--- config.mk ---
export PLATFORM = sky130hd
export DESIGN_NAME = swdt_top
export DESIGN_NICKNAME = d
export VERILOG_FILES = /design/src/common/swdt_pkg.sv /design/src/hdl/swdt_tick.sv /design/src/hdl/swdt_top.sv
export SDC_FILE = /design/constraint.sdc
export NUM_CORES = 1
export LEC_CHECK = 0
export BUFFER_PORTS_ARGS = -buffer_cell sky130_fd_sc_hd__clkbuf_2
export CAP_MARGIN = 20
export CORE_ASPECT_RATIO = 0.8
export CORE_MARGIN = 5
export CORE_UTILIZATION = 39
export DETAILED_ROUTE_END_ITERATION = 16
export GPL_ROUTABILITY_DRIVEN = 1
export HOLD_SLACK_MARGIN = 0.02
export SLEW_MARGIN = 10
export SYNTH_ARGS = -nofsm -noshare
export SYNTH_HDL_FRONTEND = slang
export SYNTH_SLANG_ARGS = --single-unit
--- constraint.sdc ---
create_clock -name sys_clk -period 3.53 [get_ports sys_clk]
set_input_delay 0.706 -clock sys_clk [delete_from_list [all_inputs] [get_ports sys_clk]]
set_output_delay 0.706 -clock sys_clk [all_outputs]
set_load 0.01 [all_outputs]
--- src/common/swdt_pkg.sv ---
/*
  swdt_pkg: register map, field layout, reset values and timing constants
  of the system watchdog timer.
  Assumes a 125 MHz system clock and a 32-bit APB register port.
*/
package swdt_pkg;

  // ----------------------------------------------------------------------
  // clock and one-second tick
  // ----------------------------------------------------------------------
  localparam int unsigned SWDT_CLK_HZ = 125000000;
  localparam int unsigned SWDT_TICK_S = 1;
  localparam int unsigned SWDT_TICK_CYC = SWDT_CLK_HZ * SWDT_TICK_S;
  localparam int unsigned SWDT_PRESC_W = 27;

  // ----------------------------------------------------------------------
  // register byte offsets
  // ----------------------------------------------------------------------
  localparam logic [7:0] SWDT_OFF_CTRL = 8'h00;
  localparam logic [7:0] SWDT_OFF_TIMEOUT = 8'h04;
  localparam logic [7:0] SWDT_OFF_KICK = 8'h08;
  localparam logic [7:0] SWDT_OFF_COUNT = 8'h0c;
  localparam logic [7:0] SWDT_OFF_STATUS = 8'h10;
  localparam logic [7:0] SWDT_OFF_IRQ_EN = 8'h14;
  localparam logic [7:0] SWDT_OFF_IRQ_CLR = 8'h18;
  localparam logic [7:0] SWDT_OFF_BOOT = 8'h1c;

  // ----------------------------------------------------------------------
  // field values
  // ----------------------------------------------------------------------
  localparam logic [1:0] SWDT_CTRL_OFF = 2'h0;
  localparam logic [1:0] SWDT_CTRL_ON = 2'h1;
  localparam logic [7:0] SWDT_TIMEOUT_RST = 8'hff;
  localparam logic [31:0] SWDT_KICK_KEY = 32'h0000_00c3;

  // boot supervision select codes and their timeouts in seconds
  localparam logic [1:0] SWDT_BOOT_NONE = 2'h0;
  localparam logic [1:0] SWDT_BOOT_30 = 2'h1;
  localparam logic [1:0] SWDT_BOOT_60 = 2'h2;
  localparam logic [1:0] SWDT_BOOT_90 = 2'h3;
  localparam logic [7:0] SWDT_BOOT_30_S = 8'd30;
  localparam logic [7:0] SWDT_BOOT_60_S = 8'd60;
  localparam logic [7:0] SWDT_BOOT_90_S = 8'd90;

  // status / interrupt bit positions
  localparam int unsigned SWDT_EV_EXPIRE = 0;
  localparam int unsigned SWDT_EV_KICK = 1;
  localparam int unsigned SWDT_EV_W = 2;

  // response state
  typedef enum logic [1:0] {
    SWDT_ST_IDLE = 2'b00,
    SWDT_ST_RUN = 2'b01,
    SWDT_ST_FIRED = 2'b11
  } swdt_state_t;

endpackage

--- src/hdl/swdt_tick.sv ---
/*
  swdt_tick: free-running prescaler giving a one-cycle pulse once per second.
  Assumes sys_clk at the rate named in swdt_pkg; restart aligns the second.
*/
`timescale 1ns/100ps
module swdt_tick
  import swdt_pkg::*;
#(
  parameter int unsigned TICK_CYC = SWDT_TICK_CYC
) (
  // clock and reset
  input wire logic sys_clk,
  input wire logic nrst,
  // control
  input wire logic restart,
  output logic tick
);

  logic [SWDT_PRESC_W-1:0] cnt_ff;
  logic tick_ff;

  // restarting on reload makes every timeout a full whole number of seconds
  always_ff @(posedge sys_clk) begin
    if (!nrst || restart) begin
      cnt_ff <= '0;
      tick_ff <= 1'b0;
    end else if (cnt_ff == SWDT_PRESC_W'(TICK_CYC - 1)) begin
      cnt_ff <= '0;
      tick_ff <= 1'b1;
    end else begin
      cnt_ff <= cnt_ff + 1'b1;
      tick_ff <= 1'b0;
    end
  end

  assign tick = tick_ff;

endmodule

--- src/hdl/swdt_top.sv ---
/*
  swdt_top: system watchdog timer with APB register port and interrupt.
  Assumes a single 125 MHz clock, synchronous active-low reset, a static
  boot select and response jumper, and an external reset/alert circuit
  that consumes the expiry outputs.
*/
// Decided for this implementation: the APB interface to the registers and the register addresses.
`timescale 1ns/100ps

// How it works
// - A boot select leaves the watchdog idle after reset or arms it for 30, 60 or 90 seconds.
// - Software may stop the countdown at any time through registers, start it from idle, and retrigger it while it runs.
// - On expiry the block raises the response that the board jumper selects.
// - A control value of 00 disables the watchdog and 01 enables it.
// - An 8-bit timeout register gives the period directly in whole seconds, 1 to 255.
module swdt_top
  import swdt_pkg::*;
#(
  parameter int unsigned TICK_CYC = SWDT_TICK_CYC
) (
  // clock and reset
  input wire logic sys_clk,
  input wire logic nrst,
  // apb slave
  input wire logic psel,
  input wire logic penable,
  input wire logic pwrite,
  input wire logic [7:0] paddr,
  input wire logic [31:0] pwdata,
  output logic [31:0] prdata,
  output logic pready,
  output logic pslverr,
  // board straps
  input wire logic [1:0] boot_sel,
  input wire logic resp_sel,
  // expiry response and interrupt
  output logic sys_reset_req,
  output logic nmi_req,
  output logic irq
);

  // ----------------------------------------------------------------------
  // state
  // ----------------------------------------------------------------------
  swdt_state_t state_ff, nxt_state;
  logic [1:0] ctrl_ff;
  logic [7:0] timeout_ff;
  logic [7:0] count_ff;
  logic [SWDT_EV_W-1:0] status_ff;
  logic [SWDT_EV_W-1:0] irq_en_ff;
  logic [1:0] boot_ff;
  logic boot_done_ff;
  logic boot_pend_ff;
  logic rst_req_ff;
  logic nmi_req_ff;
  logic [31:0] prdata_ff;
  logic pslverr_ff;

  logic wr_acc, rd_acc, addr_ok;
  logic wr_ctrl, wr_timeout, wr_kick, wr_clr, wr_en;
  logic boot_arm, reload, tick, expire;
  logic [7:0] boot_to;

  // ----------------------------------------------------------------------
  // apb decode
  // ----------------------------------------------------------------------
  // zero-wait slave: every access completes in its first access cycle
  assign pready = 1'b1;
  assign wr_acc = psel && penable && pwrite;
  assign rd_acc = psel && penable && !pwrite;

  always_comb begin
    case (paddr)
      SWDT_OFF_CTRL, SWDT_OFF_TIMEOUT, SWDT_OFF_KICK, SWDT_OFF_COUNT,
      SWDT_OFF_STATUS, SWDT_OFF_IRQ_EN, SWDT_OFF_IRQ_CLR, SWDT_OFF_BOOT: addr_ok = 1'b1;
      default: addr_ok = 1'b0;
    endcase
  end

  assign wr_ctrl = wr_acc && (paddr == SWDT_OFF_CTRL);
  assign wr_timeout = wr_acc && (paddr == SWDT_OFF_TIMEOUT);
  // a kick needs the key so a stray write cannot keep a hung system alive
  assign wr_kick = wr_acc && (paddr == SWDT_OFF_KICK) && (pwdata == SWDT_KICK_KEY);
  assign wr_clr = wr_acc && (paddr == SWDT_OFF_IRQ_CLR);
  assign wr_en = wr_acc && (paddr == SWDT_OFF_IRQ_EN);

  // ----------------------------------------------------------------------
  // boot supervision
  // ----------------------------------------------------------------------
  // strap capture
  // the arm window is a single cycle, so a later stop cannot re-arm the boot timeout
  always_ff @(posedge sys_clk) begin
    if (!nrst) begin
      boot_ff <= SWDT_BOOT_NONE;
      boot_done_ff <= 1'b0;
      boot_pend_ff <= 1'b0;
    end else begin
      boot_pend_ff <= !boot_done_ff;
      if (!boot_done_ff) begin
        boot_ff <= boot_sel;
        boot_done_ff <= 1'b1;
      end
    end
  end

  always_comb begin
    case (boot_ff)
      SWDT_BOOT_30: boot_to = SWDT_BOOT_30_S;
      SWDT_BOOT_60: boot_to = SWDT_BOOT_60_S;
      SWDT_BOOT_90: boot_to = SWDT_BOOT_90_S;
      default: boot_to = SWDT_TIMEOUT_RST;
    endcase
  end

  // arms one cycle after the strap is caught
  assign boot_arm = boot_pend_ff && (state_ff == SWDT_ST_IDLE) && (ctrl_ff == SWDT_CTRL_OFF)
    && !wr_ctrl && (boot_ff != SWDT_BOOT_NONE) && (timeout_ff == SWDT_TIMEOUT_RST)
    && (count_ff == '0) && (status_ff == '0);

  // ----------------------------------------------------------------------
  // control registers
  // ----------------------------------------------------------------------
  always_ff @(posedge sys_clk) begin
    if (!nrst) begin
      ctrl_ff <= SWDT_CTRL_OFF;
    end else if (wr_ctrl) begin
      ctrl_ff <= pwdata[1:0];
    end else if (boot_arm) begin
      ctrl_ff <= SWDT_CTRL_ON;
    end
  end

  always_ff @(posedge sys_clk) begin
    if (!nrst) begin
      timeout_ff <= SWDT_TIMEOUT_RST;
    end else if (wr_timeout) begin
      timeout_ff <= pwdata[7:0];
    end else if (boot_arm) begin
      timeout_ff <= boot_to;
    end
  end

  // ----------------------------------------------------------------------
  // countdown
  // ----------------------------------------------------------------------
  // start or retrigger reloads
  assign reload = (wr_ctrl && (pwdata[1:0] == SWDT_CTRL_ON) && (state_ff != SWDT_ST_RUN))
    || (wr_kick && (state_ff == SWDT_ST_RUN)) || boot_arm;

  swdt_tick #(
    .TICK_CYC(TICK_CYC)
  ) u_tick (
    .sys_clk(sys_clk),
    .nrst(nrst),
    .restart(reload),
    .tick(tick)
  );

  // a timeout of zero is treated as one second
  assign expire = (state_ff == SWDT_ST_RUN) && tick && (count_ff <= 8'd1) && !reload;

  always_comb begin
    nxt_state = state_ff;
    case (state_ff)
      SWDT_ST_IDLE: if (reload) nxt_state = SWDT_ST_RUN;
      SWDT_ST_RUN: begin
        if (wr_ctrl && (pwdata[1:0] == SWDT_CTRL_OFF)) begin
          nxt_state = SWDT_ST_IDLE;
        end else if (expire) begin
          nxt_state = SWDT_ST_FIRED;
        end
      end
      SWDT_ST_FIRED: if (wr_ctrl && (pwdata[1:0] == SWDT_CTRL_OFF)) nxt_state = SWDT_ST_IDLE;
      default: nxt_state = SWDT_ST_IDLE;
    endcase
  end

  always_ff @(posedge sys_clk) begin
    if (!nrst) begin
      state_ff <= SWDT_ST_IDLE;
    end else begin
      state_ff <= nxt_state;
    end
  end

  always_ff @(posedge sys_clk) begin
    if (!nrst) begin
      count_ff <= '0;
    end else if (reload) begin
      count_ff <= boot_arm ? boot_to : timeout_ff;
    end else if ((state_ff == SWDT_ST_RUN) && tick && (count_ff != '0)) begin
      count_ff <= count_ff - 1'b1;
    end
  end

  // ----------------------------------------------------------------------
  // expiry response
  // ----------------------------------------------------------------------
  // jumper-selected response, held until software disables
  always_ff @(posedge sys_clk) begin
    if (!nrst) begin
      rst_req_ff <= 1'b0;
      nmi_req_ff <= 1'b0;
    end else if (nxt_state == SWDT_ST_FIRED) begin
      rst_req_ff <= !resp_sel;
      nmi_req_ff <= resp_sel;
    end else begin
      rst_req_ff <= 1'b0;
      nmi_req_ff <= 1'b0;
    end
  end

  assign sys_reset_req = rst_req_ff;
  assign nmi_req = nmi_req_ff;

  // ----------------------------------------------------------------------
  // interrupt status
  // ----------------------------------------------------------------------
  // set wins over clear in the same cycle
  always_ff @(posedge sys_clk) begin
    if (!nrst) begin
      status_ff <= '0;
      irq_en_ff <= '0;
    end else begin
      status_ff <= (status_ff & ~(wr_clr ? pwdata[SWDT_EV_W-1:0] : '0))
        | {wr_kick && (state_ff == SWDT_ST_RUN), expire};
      if (wr_en) irq_en_ff <= pwdata[SWDT_EV_W-1:0];
    end
  end

  assign irq = |(status_ff & irq_en_ff);

  // ----------------------------------------------------------------------
  // read data
  // ----------------------------------------------------------------------
  always_ff @(posedge sys_clk) begin
    if (!nrst) begin
      prdata_ff <= '0;
      pslverr_ff <= 1'b0;
    end else begin
      pslverr_ff <= psel && !penable && !addr_ok;
      prdata_ff <= '0;
      if (psel && !penable && !pwrite) begin
        case (paddr)
          SWDT_OFF_CTRL: prdata_ff <= {30'h0, ctrl_ff};
          SWDT_OFF_TIMEOUT: prdata_ff <= {24'h0, timeout_ff};
          SWDT_OFF_COUNT: prdata_ff <= {24'h0, count_ff};
          SWDT_OFF_STATUS: prdata_ff <= {22'h0, state_ff, 6'h0, status_ff};
          SWDT_OFF_IRQ_EN: prdata_ff <= {30'h0, irq_en_ff};
          SWDT_OFF_BOOT: prdata_ff <= {30'h0, boot_ff};
          default: prdata_ff <= '0;
        endcase
      end
    end
  end

  assign prdata = rd_acc ? prdata_ff : '0;
  assign pslverr = psel && penable && pslverr_ff;

endmodule

[Yosys cells after proc, flatten, opt, wreduce, memory -nomap -nowiden]
Memory sizes are Yosys's and may differ from the RTL's.
Cells that the tools add are included.
Word-level totals
  input port bits: 48
  memories: 1
  memory bits (read-only): 32
  logic and storage cells: 113
  register bits after elaboration: 91
Memories
  (no name shown): depth 32, width 1, rd ports 1, clocked after memory_dff 0, wr ports 0, RTL line swdt_top.sv:73  | case (paddr)
Operators by class
  eq/ne operators: 18
  order comparisons: 1
  add/sub/neg operators: 2
  reductions and logical operators: 54
  mux-type cells: 18
  bitwise logic cells: 4
Operators with widths (number)
  $pmux W10 S6: 1
  $eq A32 B8 Y1 const B: 1
  $eq A8 B5 Y1 const B: 4
  $mux W32: 1
  $mux W8: 4
  $logic_and A1 B1 Y1: 28
  $add A27 B1 Y27 const B: 1
  $eq A27 B27 Y1 const B: 1
  $pmux W8 S3: 1
  $eq A8 B4 Y1 const B: 2
  $logic_not A8 Y1: 2
  $mux W2: 7
  $eq A2 B2 Y1 const B: 4
  $eq A8 B3 Y1 const B: 1
  $eq A8 B8 Y1 const B: 1
  $le A8 B1 Y1 const B: 1
  $logic_not A1 Y1: 8
  $logic_not A2 Y1: 4
  $reduce_bool A8 Y1: 1
  $sub A8 B1 Y8 const B: 1
  $eq A2 B1 Y1 const B: 3
  $pmux W2 S3: 1
  $reduce_bool A2 Y1: 3
  $and A2 B2 Y2: 2
  8 further kinds: 14

[Logic depth before layout (Yosys ltp)]
Gate-level depths: netlist of the first run.
  word-level depth: 17
  gate-level depth with buffers: 9
  gate-level depth less buffers: 7

[Modules after synthesis]
From an unflattened synthesis of the first run, not the netlist that was laid out.
Unflattened totals
  cell total of the unflattened synthesis: 444
  area total of the unflattened synthesis: 3813.7 um^2
By module, submodules not included
  swdt_top: times used 1, cells each 296, sequential area each 820.8 um^2, area each 2438.6 um^2
  swdt_tick: times used 1, cells each 148, sequential area each 560.5 um^2, area each 1375.1 um^2

[Least setup slack after synthesis of the first run]
No wires, ideal clock.
  path kind: in2reg
  from: in paddr[3]
  to: reg u_tick.cnt_ff[14]
  library setup time: 62 ps
  data arrival time: 2440 ps
  data required time: 3468 ps
  cell stages on the path: 8
  slack: 1028 ps
  path buffers: 3
  path through: buf_6 nor4_4 nand3_4 a31o_2 or4_4 buf_6 buf_12 nor2_4
On the way
  cells in the longest elaborated chain, start to end: 11
  elaborated cells between the ends (all ways): 18
RTL lines
  from (decl): RTL line swdt_top.sv:28  | input wire logic [7:0] paddr,
  $logic_not A8 Y1: RTL line swdt_top.sv:80  | assign wr_ctrl = wr_acc && (paddr == SWDT_OFF_CTRL);
  $logic_and A1 B1 Y1: RTL line swdt_top.sv:80
  $logic_not A1 Y1: RTL line swdt_top.sv:117  | && !wr_ctrl && (boot_ff != SWDT_BOOT_NONE) && (timeout_ff == SWDT_TIMEOUT_RST)
  $logic_and A1 B1 Y1 (3 in series): RTL line swdt_top.sv:117
  $logic_and A1 B1 Y1 (2 in series): RTL line swdt_top.sv:118  | && (count_ff == '0) && (status_ff == '0);
  $logic_or A1 B1 Y1 (*): RTL line swdt_top.sv:148  | || (wr_kick && (state_ff == SWDT_ST_RUN)) || boot_arm;
  $logic_or A1 B1 Y1 (*): RTL line swdt_tick.sv:24  | if (!nrst || restart) begin
  $reduce_or A2 Y1 (no line) (*)
  to (signal assigned): RTL line swdt_tick.sv:31  | cnt_ff <= cnt_ff + 1'b1;
  to (decl): RTL line swdt_tick.sv:19  | logic [SWDT_PRESC_W-1:0] cnt_ff;
Every way passes the cells marked *; elsewhere a longest branch is shown, timed or not.
A chain may end at the register's enable or synchronous reset.

[Worst setup path after layout of the first run]
  from: in paddr[3]
  to: reg u_tick.cnt_ff[2]
The elaborated chain is that of the path after synthesis.

==> impl_metrics.env, run 1 <==
export IMPL_final_setup_tns_ns=0
export IMPL_path_clk_slew_ns=0.05
export IMPL_drt_wirelength_per_cell_um=14.88
export IMPL_clk_latency_ns=0.33
export IMPL_rsz0062_at_grt="no"
export IMPL_peakVddDrop_v=0.0002847
export IMPL_synth_edf_count=0
export IMPL_crit_arrival_ns=2.77
export IMPL_drv_slew=0
export IMPL_outcome="finished clean"
export IMPL_p_leak_nw=1.700
export IMPL_worst_slack_ns=0.9465
export IMPL_core_rowCount=32
export IMPL_start_util=0.4036
export IMPL_clock_fmax_mhz=387.1
export IMPL_syn_area_um2=3943
export IMPL_pin_count=85
export IMPL_synthDistinctLibCells=64
export IMPL_ant_nets=0
export IMPL_p_clk_frac=0.459
export IMPL_crit_required_ns=3.72
export IMPL_path_class="in2reg"
export IMPL_vias=3390
export IMPL_cellPowerDensity_nw_per_um2=400.5
export IMPL_via_per_inst=5.280
export IMPL_layout_nets=558
export IMPL_design_die_area_um2=12230
export IMPL_grt_usage=0.1642
export IMPL_avgSynthCellArea_um2=8.920
export IMPL_dp_slack_ns=0.5856
export IMPL_cts_buffer_depth=2
export IMPL_final_min_clock_period_ns=2.584
export IMPL_async_reset_ff_frac=0
export IMPL_area_growth_pct=14.98
export IMPL_hpwl_um=7329
export IMPL_crit_chain="clkbuf_2, or4_1, nor2_1, and4_1, or4_4, nor2_1"
export IMPL_synth_flop_cell="dfxtp_1"
export IMPL_holdBufCountCts=0
export IMPL_hold_class="reg2reg"
export IMPL_synth_seq_cells=69
export IMPL_clockRootBuffer="clkbuf_16"
export IMPL_grt_max_degree=28
export IMPL_die_w_um=122.4
export IMPL_grt_pass1_vias=3228
export IMPL_drc=0
export IMPL_combPwrFrac=0.093
export IMPL_gp_congestion=0.8869
export IMPL_cts_buffers=9
export IMPL_crit_fanout=27
export IMPL_synthCells=442
export IMPL_grt_first_pass_wirelength_um=15930
export IMPL_first_pass_iters=4
export IMPL_synth_seq_area_share=0.3504
export IMPL_synth_warnings=0
export IMPL_antenna_found_initial=0
export IMPL_cap_violations=0
export IMPL_slowest_stage="or4_4"
export IMPL_cts_setup_buffers=0
export IMPL_drt_iter0_drc=250
export IMPL_fin_worst_skew_ns=0.004581
export IMPL_tightest_slew_ns=0.8978
export IMPL_cts_tree="built"
export IMPL_die_y_um=99.93
export IMPL_core_um2=9769
export IMPL_swShare=0.2461
export IMPL_cpMostUsedCell="nor2_1"
export IMPL_ctsResizeCount=0
export IMPL_routed_wl_um=9551
export IMPL_clkSinkCount=69
export IMPL_p_sw_uw=446.8
export IMPL_drive_above_1_share=0.2352
export IMPL_io_buffers=61
export IMPL_seqPwrFrac=0.448
export IMPL_setup_viol=0
export IMPL_grt_ovfl_total=0
export IMPL_internal_power_mw=1.369
export IMPL_fin_crit_sh=0.7319
export IMPL_end_kind="register"
export IMPL_max_stage_delay_ns=0.62
export IMPL_hold_violations=0
export IMPL_htreeDepth=3
export IMPL_antenna_cells=0
export IMPL_critPathLaunchType="primary input"
export IMPL_slew_headroom=0.3939
stage by stage:
| stage | instances | util | instance area [µm²] | hold WS (ns) | power (mW) |
|---|---|---|---|---|---|
| 2_1_floorplan | 463 | - | 4021 | 0.4232 | 0.9582 |
| 3_3_place_gp | 627 | 0.4356 | 4255 | 0.4365 | 0.9938 |
| 3_5_place_dp | 627 | 0.4356 | 4255 | 0.4446 | 0.9962 |
| 4_1_cts | 642 | 0.4640 | 4533 | 0.4558 | 1.832 |
| 5_1_grt | 642 | 0.4640 | 4533 | 0.4666 | 1.895 |
| 6_report | 642 | 0.4640 | 4533 | 0.4527 | 1.815 |
cell families (layout without fill, tap and decap cells):
family / count (synthesis) / in the layout / synth area share
AND/OR/NAND/NOR: 215 / 215 / 0.3485
flip-flops: 69 / 69 / 0.3504
buffers and inverters: 55 / 98 / 0.08791
AO/OA/AOI/OAI: 54 / 54 / 0.09489
XOR/XNOR: 27 / 27 / 0.05998
multiplexers: 12 / 12 / 0.03110
adder cells (fa/ha/maj): 8 / 8 / 0.02539
other: 2 / 23 / 0.001905
routing by layer:
layer,track usage,part of all wire,vias to the layer above
met5,0,0,-
met4,0.04819,0.012,0
met3,0.05014,0.086,9
met2,0.2365,0.42,123
met1,0.2354,0.48,1594
li1,-,-,1664
cell usage after synthesis (3+ instances only):
master / n / area share
a211oi_1: 4 / 0.0076
a21oi_1: 12 / 0.015
a22oi_1: 8 / 0.015
and2_1: 14 / 0.022
and3_1: 8 / 0.013
and4_1: 5 / 0.011
buf_4: 24 / 0.046
clkbuf_1: 9 / 0.0086
dfxtp_1: 69 / 0.35
ha_1: 8 / 0.025
inv_1: 16 / 0.015
mux2i_1: 10 / 0.025
nand2_1: 26 / 0.025
nand3_1: 22 / 0.028
nand4_1: 9 / 0.014
nand4b_1: 3 / 0.0067
nor2_1: 34 / 0.032
nor2_4: 18 / 0.051
nor3_1: 22 / 0.028
nor4_1: 14 / 0.022
nor4b_1: 4 / 0.0089
o211ai_1: 7 / 0.013
o21ai_0: 5 / 0.0063
or3_1: 3 / 0.0048
or4_1: 6 / 0.011
xnor2_1: 20 / 0.044
xor2_1: 7 / 0.016
worst max-delay path, delay by kind of cell:
kind / cells / cell delay (ns)
simple gates: 5 / 1.87
buf+inv: 1 / 0.19
placed cells by master (no fill, tap or decap), types with 4 or more instances in the layout:
| master | synthesis | layout |
|---|---|---|
| dfxtp_1 | 69 | 69 |
| clkbuf_2 | 1 | 61 |
| nor2_1 | 34 | 34 |
| nand2_1 | 26 | 26 |
| conb_1 | 2 | 23 |
| nor3_1 | 22 | 22 |
| nand3_1 | 22 | 22 |
| xnor2_1 | 20 | 20 |
| nor2_4 | 18 | 18 |
| inv_1 | 16 | 16 |
| and2_1 | 14 | 14 |
| nor4_1 | 14 | 14 |
| a21oi_1 | 12 | 12 |
| mux2i_1 | 10 | 10 |
| nand4_1 | 9 | 9 |
| clkbuf_16 | 0 | 9 |
| and3_1 | 8 | 8 |
| a22oi_1 | 8 | 8 |
| ha_1 | 8 | 8 |
| o211ai_1 | 7 | 7 |
| xor2_1 | 7 | 7 |
| or4_1 | 6 | 6 |
| buf_4 | 24 | 6 |
| and4_1 | 5 | 5 |
| o21ai_0 | 5 | 5 |
| nor4b_1 | 4 | 4 |
| a211oi_1 | 4 | 4 |
path summary, 6_finish.rpt:
path / from / to / slack, ns / cells after the start
worst max-delay path: paddr[3] / u_tick.cnt_ff[2] / 0.95 / 6
worst min-delay path: u_tick.cnt_ff[0] / u_tick.cnt_ff[0] / 0.45 / 1
worst max register to register: u_tick.cnt_ff[0] / u_tick.cnt_ff[2] / 0.97 / 5
worst min register to register: u_tick.cnt_ff[0] / u_tick.cnt_ff[0] / 0.45 / 1
state kept, by name, indices dropped and copies added, names as in the netlist:
| signal | cells |
|---|---|
| ctrl_ff | 2 |
| u_tick.tick | 1 |
| status_ff | 2 |
| pslverr_ff | 1 |
| boot_ff | 2 |
| state_ff | 2 |
| timeout_ff | 8 |
| nmi_req | 1 |
| irq_en_ff | 2 |
| u_tick.cnt_ff | 27 |
| sys_reset_req | 1 |
| boot_done_ff | 1 |
| count_ff | 8 |
| prdata_ff | 10 |
| boot_pend_ff | 1 |
power by group through the flow:
stage	clock network, mW	logic, mW	registers (mW)
after global placement	0	0.164	0.830
final	0.833	0.169	0.814
after floorplan	0	0.136	0.822
after detailed placement	0	0.166	0.830
after CTS	0.852	0.167	0.813
after global routing	0.892	0.188	0.815
area by class of cell:
cell class                      instances  area [µm²]
Clock buffer                           12       256.5
Clock inverter                          3       21.27
Fill cell                             981        5236
Inverter                               16       60.06
Multi-Input combinational cell        339        2293
Sequential cell                        69        1381
Tap cell                              136       170.2
Timing Repair Buffer                   67       350.3
Power figures use the tool's default switching activity.
==> run 2: changes to the inputs <==
Clock period 3.53 ns to 2.6 ns, I/O delays scaled along.
==> impl_metrics.env, run 2 (synthesis gave the netlist of run 1 again) <==
export IMPL_cap_violations=0
export IMPL_core_rowCount=32
export IMPL_clkSinkCount=69
export IMPL_top_register="u_tick.cnt_ff"
export IMPL_final_setup_tns_ns=0
export IMPL_grt_usage=0.1615
export IMPL_clk_latency_ns=0.33
export IMPL_slew_headroom=0.5785
export IMPL_gp_congestion=0.9056
export IMPL_path_clk_slew_ns=0.05
export IMPL_layout_nets=572
export IMPL_clock_fmax_mhz=423.9
export IMPL_ctsResizeCount=0
export IMPL_crit_chain="inv_1, ha_1, nor4b_2, and2_1, a31o_2, or4_4, buf_12, a21oi_1"
export IMPL_hold_class="in2reg"
export IMPL_end_kind="register"
export IMPL_drc=0
export IMPL_cts_tree="built"
export IMPL_final_cell_mix="dfxtp_1 (69), clkbuf_2 (61), nor2_1 (34)"
export IMPL_antenna_cells=0
export IMPL_cts_buffers=9
export IMPL_crit_arrival_ns=2.62
export IMPL_cellPowerDensity_nw_per_um2=523.6
export IMPL_p_leak_nw=1.770
export IMPL_core_um2=9769
export IMPL_hold_violations=0
export IMPL_cts_setup_buffers=0
export IMPL_critPathLaunchType="register"
export IMPL_tightest_slew_ns=0.6273
export IMPL_drive_above_1_share=0.2519
export IMPL_grt_max_degree=24
export IMPL_max_stage_delay_ns=0.59
export IMPL_cp_top_family="simple AND/OR/NAND/NOR gates"
export IMPL_finalPower_mw=2.433
export IMPL_pin_count=85
export IMPL_layout_cells_non_filler=656
export IMPL_final_min_clock_period_ns=2.359
export IMPL_area_growth_pct=17.84
export IMPL_dp_slack_ns=0.07287
export IMPL_rsz0062_at_grt="no"
export IMPL_grt_first_pass_wirelength_um=15610
export IMPL_peakVddDrop_v=0.0003219
export IMPL_worst_slack_ns=0.2410
export IMPL_die_y_um=99.93
export IMPL_place_inst=641
export IMPL_largest_reg_flops=27
export IMPL_fin_worst_skew_ns=0.004805
export IMPL_die_w_um=122.4
export IMPL_routed_wl_um=9721
export IMPL_hpwl_um=7563
export IMPL_setup_viol=0
export IMPL_grt_ovfl_total=0
export IMPL_drt_iter0_drc=199
export IMPL_slowest_stage="or4_4"
export IMPL_top_regs="u_tick.cnt_ff: 27 flops, prdata_ff: 10 flops"
export IMPL_drv_slew=0
export IMPL_cts_buffer_depth=2
export IMPL_drt_wirelength_per_cell_um=14.82
export IMPL_antenna_found_initial=0
export IMPL_grt_pass1_vias=3154
export IMPL_fin_crit_sh=0.9073
export IMPL_crit_fanout=13
export IMPL_ant_nets=0
export IMPL_io_buffers=61
export IMPL_path_class="reg2reg"
export IMPL_start_util=0.4036
export IMPL_layout_commonest_cell="dfxtp_1"
export IMPL_vias=3400
export IMPL_design_die_area_um2=12230
export IMPL_via_per_inst=5.183
export IMPL_crit_required_ns=2.86
export IMPL_htreeDepth=3
export IMPL_first_pass_iters=5
export IMPL_outcome="finished clean"
export IMPL_worst_path_buf_inv=2
export IMPL_clockRootBuffer="clkbuf_16"
export IMPL_holdBufCountCts=0
-- run 2: changes by cell type in the layout (fill, tap and decap cells not counted), sizes merged --
cell and delta:
clkinvlp -1, buf +14, clkbuf +1
-- run 2: worst paths after layout --
kind / from / cells after the start / slack, ns / end
setup reg to reg: count_ff[0] / 8 / 0.24 / u_tick.cnt_ff[21]
setup / recovery: count_ff[0] / 8 / 0.24 / u_tick.cnt_ff[21]
hold reg to reg: u_tick.cnt_ff[0] / 1 / 0.45 / u_tick.cnt_ff[0]
hold / removal: resp_sel / 2 / 0.36 / sys_reset_req
-- run 2: per-layer routing --
layer  share of wire  vias up  global-route usage
met5               0        -                   0
met4          0.0078        0             0.03873
met3           0.087        8             0.04676
met2            0.43      106              0.2306
met1            0.48     1587              0.2382
li1                -     1699                   -
-- run 2: per-stage QoR --
step | util | hold WS (ns) | cell area [µm²]
global placement | 0.4489 | 0.4320 | 4385
global route | 0.4755 | 0.3773 | 4646
floorplan | - | 0.4232 | 4021
finish | 0.4755 | 0.3637 | 4646
CTS | 0.4755 | 0.3527 | 4646
detailed placement | 0.4489 | 0.4433 | 4385
-- run 2: report_power, final --
group | switching, mW | internal (mW) | leakage (nW) | total [mW]
clock network | 0.413 | 0.662 | 0.129 | 1.08
logic | 0.146 | 0.106 | 1.08 | 0.252
registers | 0.0254 | 1.08 | 0.558 | 1.10
-- run 2: area by class of cell --
class / count / area [µm²]
multi-input cells: 339 / 2293
inverters: 16 / 60.06
clock buffers: 13 / 250.2
repair buffers: 81 / 480.5
fillers: 977 / 5124
clock inverters: 2 / 10.01
well taps: 136 / 170.2
flip-flops and latches: 69 / 1381
==> run 3: changes to the inputs <==
Settings changed: SETUP_SLACK_MARGIN from default to 0.4.
==> impl_metrics.env, run 3 (synthesis gave the netlist of run 1 again) <==
export IMPL_outcome="finished clean"
export IMPL_grt_max_degree=24
export IMPL_layout_cells_non_filler=667
export IMPL_grt_pass1_vias=3272
export IMPL_path_clk_slew_ns=0.06
export IMPL_tightest_slew_ns=0.5654
export IMPL_die_y_um=99.93
export IMPL_layout_nets=582
export IMPL_drt_iter0_drc=219
export IMPL_holdBufCountCts=0
export IMPL_crit_start="count_ff[1]"
export IMPL_io_buffers=61
export IMPL_fin_worst_skew_ns=0.009416
export IMPL_final_setup_tns_ns=0
export IMPL_crit_arrival_ns=2.45
export IMPL_antenna_found_initial=0
export IMPL_peakVddDrop_v=0.0005128
export IMPL_routed_wl_um=10420
export IMPL_cts_buffer_depth=2
export IMPL_hpwl_um=7749
export IMPL_dr_wl_met3_um=899
export IMPL_cellPowerDensity_nw_per_um2=554.5
export IMPL_vias=3520
export IMPL_hold_violations=0
export IMPL_antenna_cells=0
export IMPL_design_die_area_um2=12230
export IMPL_core_um2=9769
export IMPL_wl_met2_um=4390
export IMPL_layout_commonest_cell="dfxtp_1"
export IMPL_core_rowCount=32
export IMPL_cts_buffers=9
export IMPL_top_regs="u_tick.cnt_ff: 27 flops, prdata_ff: 10 flops"
export IMPL_clk_latency_ns=0.33
export IMPL_grt_first_pass_wirelength_um=16770
export IMPL_r2r_start="count_ff[1]"
export IMPL_drv_slew=0
export IMPL_path_class="reg2reg"
export IMPL_crit_fanout=6
export IMPL_met1Wirelength_um=4964
export IMPL_end_kind="register"
export IMPL_clkSinkCount=69
export IMPL_die_w_um=122.4
export IMPL_via_per_inst=5.277
export IMPL_top_register="u_tick.cnt_ff"
export IMPL_highest_layer="met4"
export IMPL_drive_above_1_share=0.2938
export IMPL_gp_congestion=0.9497
export IMPL_worstHoldStart="resp_sel"
export IMPL_cts_tree="built"
export IMPL_drt_wirelength_per_cell_um=15.62
export IMPL_slew_headroom=0.6214
export IMPL_crit_required_ns=2.88
export IMPL_critPathLaunchType="register"
export IMPL_rsz0062_at_grt="yes"
export IMPL_ant_nets=0
export IMPL_drc=0
export IMPL_cap_violations=0
export IMPL_p_leak_nw=1.906
export IMPL_final_min_clock_period_ns=2.174
export IMPL_grt_usage=0.1749
export IMPL_holdWs_ns=0.3783
export IMPL_setup_viol=0
export IMPL_clock_fmax_mhz=460.0
export IMPL_fin_crit_sh=0.8361
export IMPL_hold_class="in2reg"
export IMPL_clockRootBuffer="clkbuf_16"
export IMPL_first_pass_iters=5
export IMPL_htreeDepth=3
export IMPL_grt_ovfl_total=0
export IMPL_final_cell_mix="dfxtp_1 (65), clkbuf_2 (59), nor2_1 (33)"
export IMPL_place_inst=636
export IMPL_start_util=0.4036
export IMPL_area_growth_pct=25.29
export IMPL_pin_count=85
export IMPL_largest_reg_flops=27
[run 3: changes by cell type in the layout (fill, tap and decap cells not counted), sizes merged]
cell | before | now
buf | 20 | 30
bufbuf | 0 | 1
clkbuf | 74 | 72
bufinv | 0 | 2
[run 3: layout make-up]
class / count / area, µm²
Inverter: 16 / 65.06
Tap cell: 136 / 170.2
Clock buffer: 12 / 256.5
Multi-Input combinational cell: 339 / 2361
Clock inverter: 4 / 70.07
Sequential cell: 69 / 1386
Timing Repair Buffer: 91 / 630.6
Fill cell: 934 / 4830
[run 3: through the flow]
step | worst slack [ns] | cell area [µm²] | utilization | power (mW)
finish | 0.4261 | 4940 | 0.5056 | 2.739
global route | 0.3694 | 4940 | 0.5056 | 2.847
CTS | 0.4155 | 4850 | 0.4964 | 2.744
detailed placement | 0.1155 | 4345 | 0.4448 | 1.367
global placement | 0.1505 | 4345 | 0.4448 | 1.363
floorplan | 0.3806 | 4049 | - | 1.302
[run 3: path summary, 6_finish.rpt]
path	end	cells past startpoint	slack (ns)
setup / recovery	u_tick.cnt_ff[26]	8	0.43
hold reg to reg	u_tick.cnt_ff[0]	1	0.45
hold / removal	sys_reset_req	2	0.38
setup reg to reg	u_tick.cnt_ff[26]	8	0.43
[run 3: layer usage]
layer,track usage,vias up
met3,0.05070,12
met4,0.05680,0
met2,0.2462,136
li1,-,1723
met1,0.2550,1649
met5,0,-
[run 3: worst max-delay path, cell delays in order, from the launching register on]
cell,delay [ns]
dfxtp_2,0.35
inv_4,0.06
ha_4,0.15
nor4b_4,0.14
and2_4,0.20
a31o_4,0.22
or4_4,0.60
bufbuf_16,0.31
nor2_4,0.09
[run 3: power breakdown]
part / total [mW] / internal [mW] / switching (mW)
logic: 0.317 / 0.151 / 0.166
clock network: 1.32 / 0.888 / 0.429
registers: 1.11 / 1.08 / 0.0265
total: 2.74 / 2.12 / 0.621
[run 3: timing repair]
item                       in CTS  in global routing
buffers inserted                5                  7
gates resized for setup        14                 12
setup endpoints to repair      28                 25
gates cloned                    3                  0
pin swaps                       2                 20
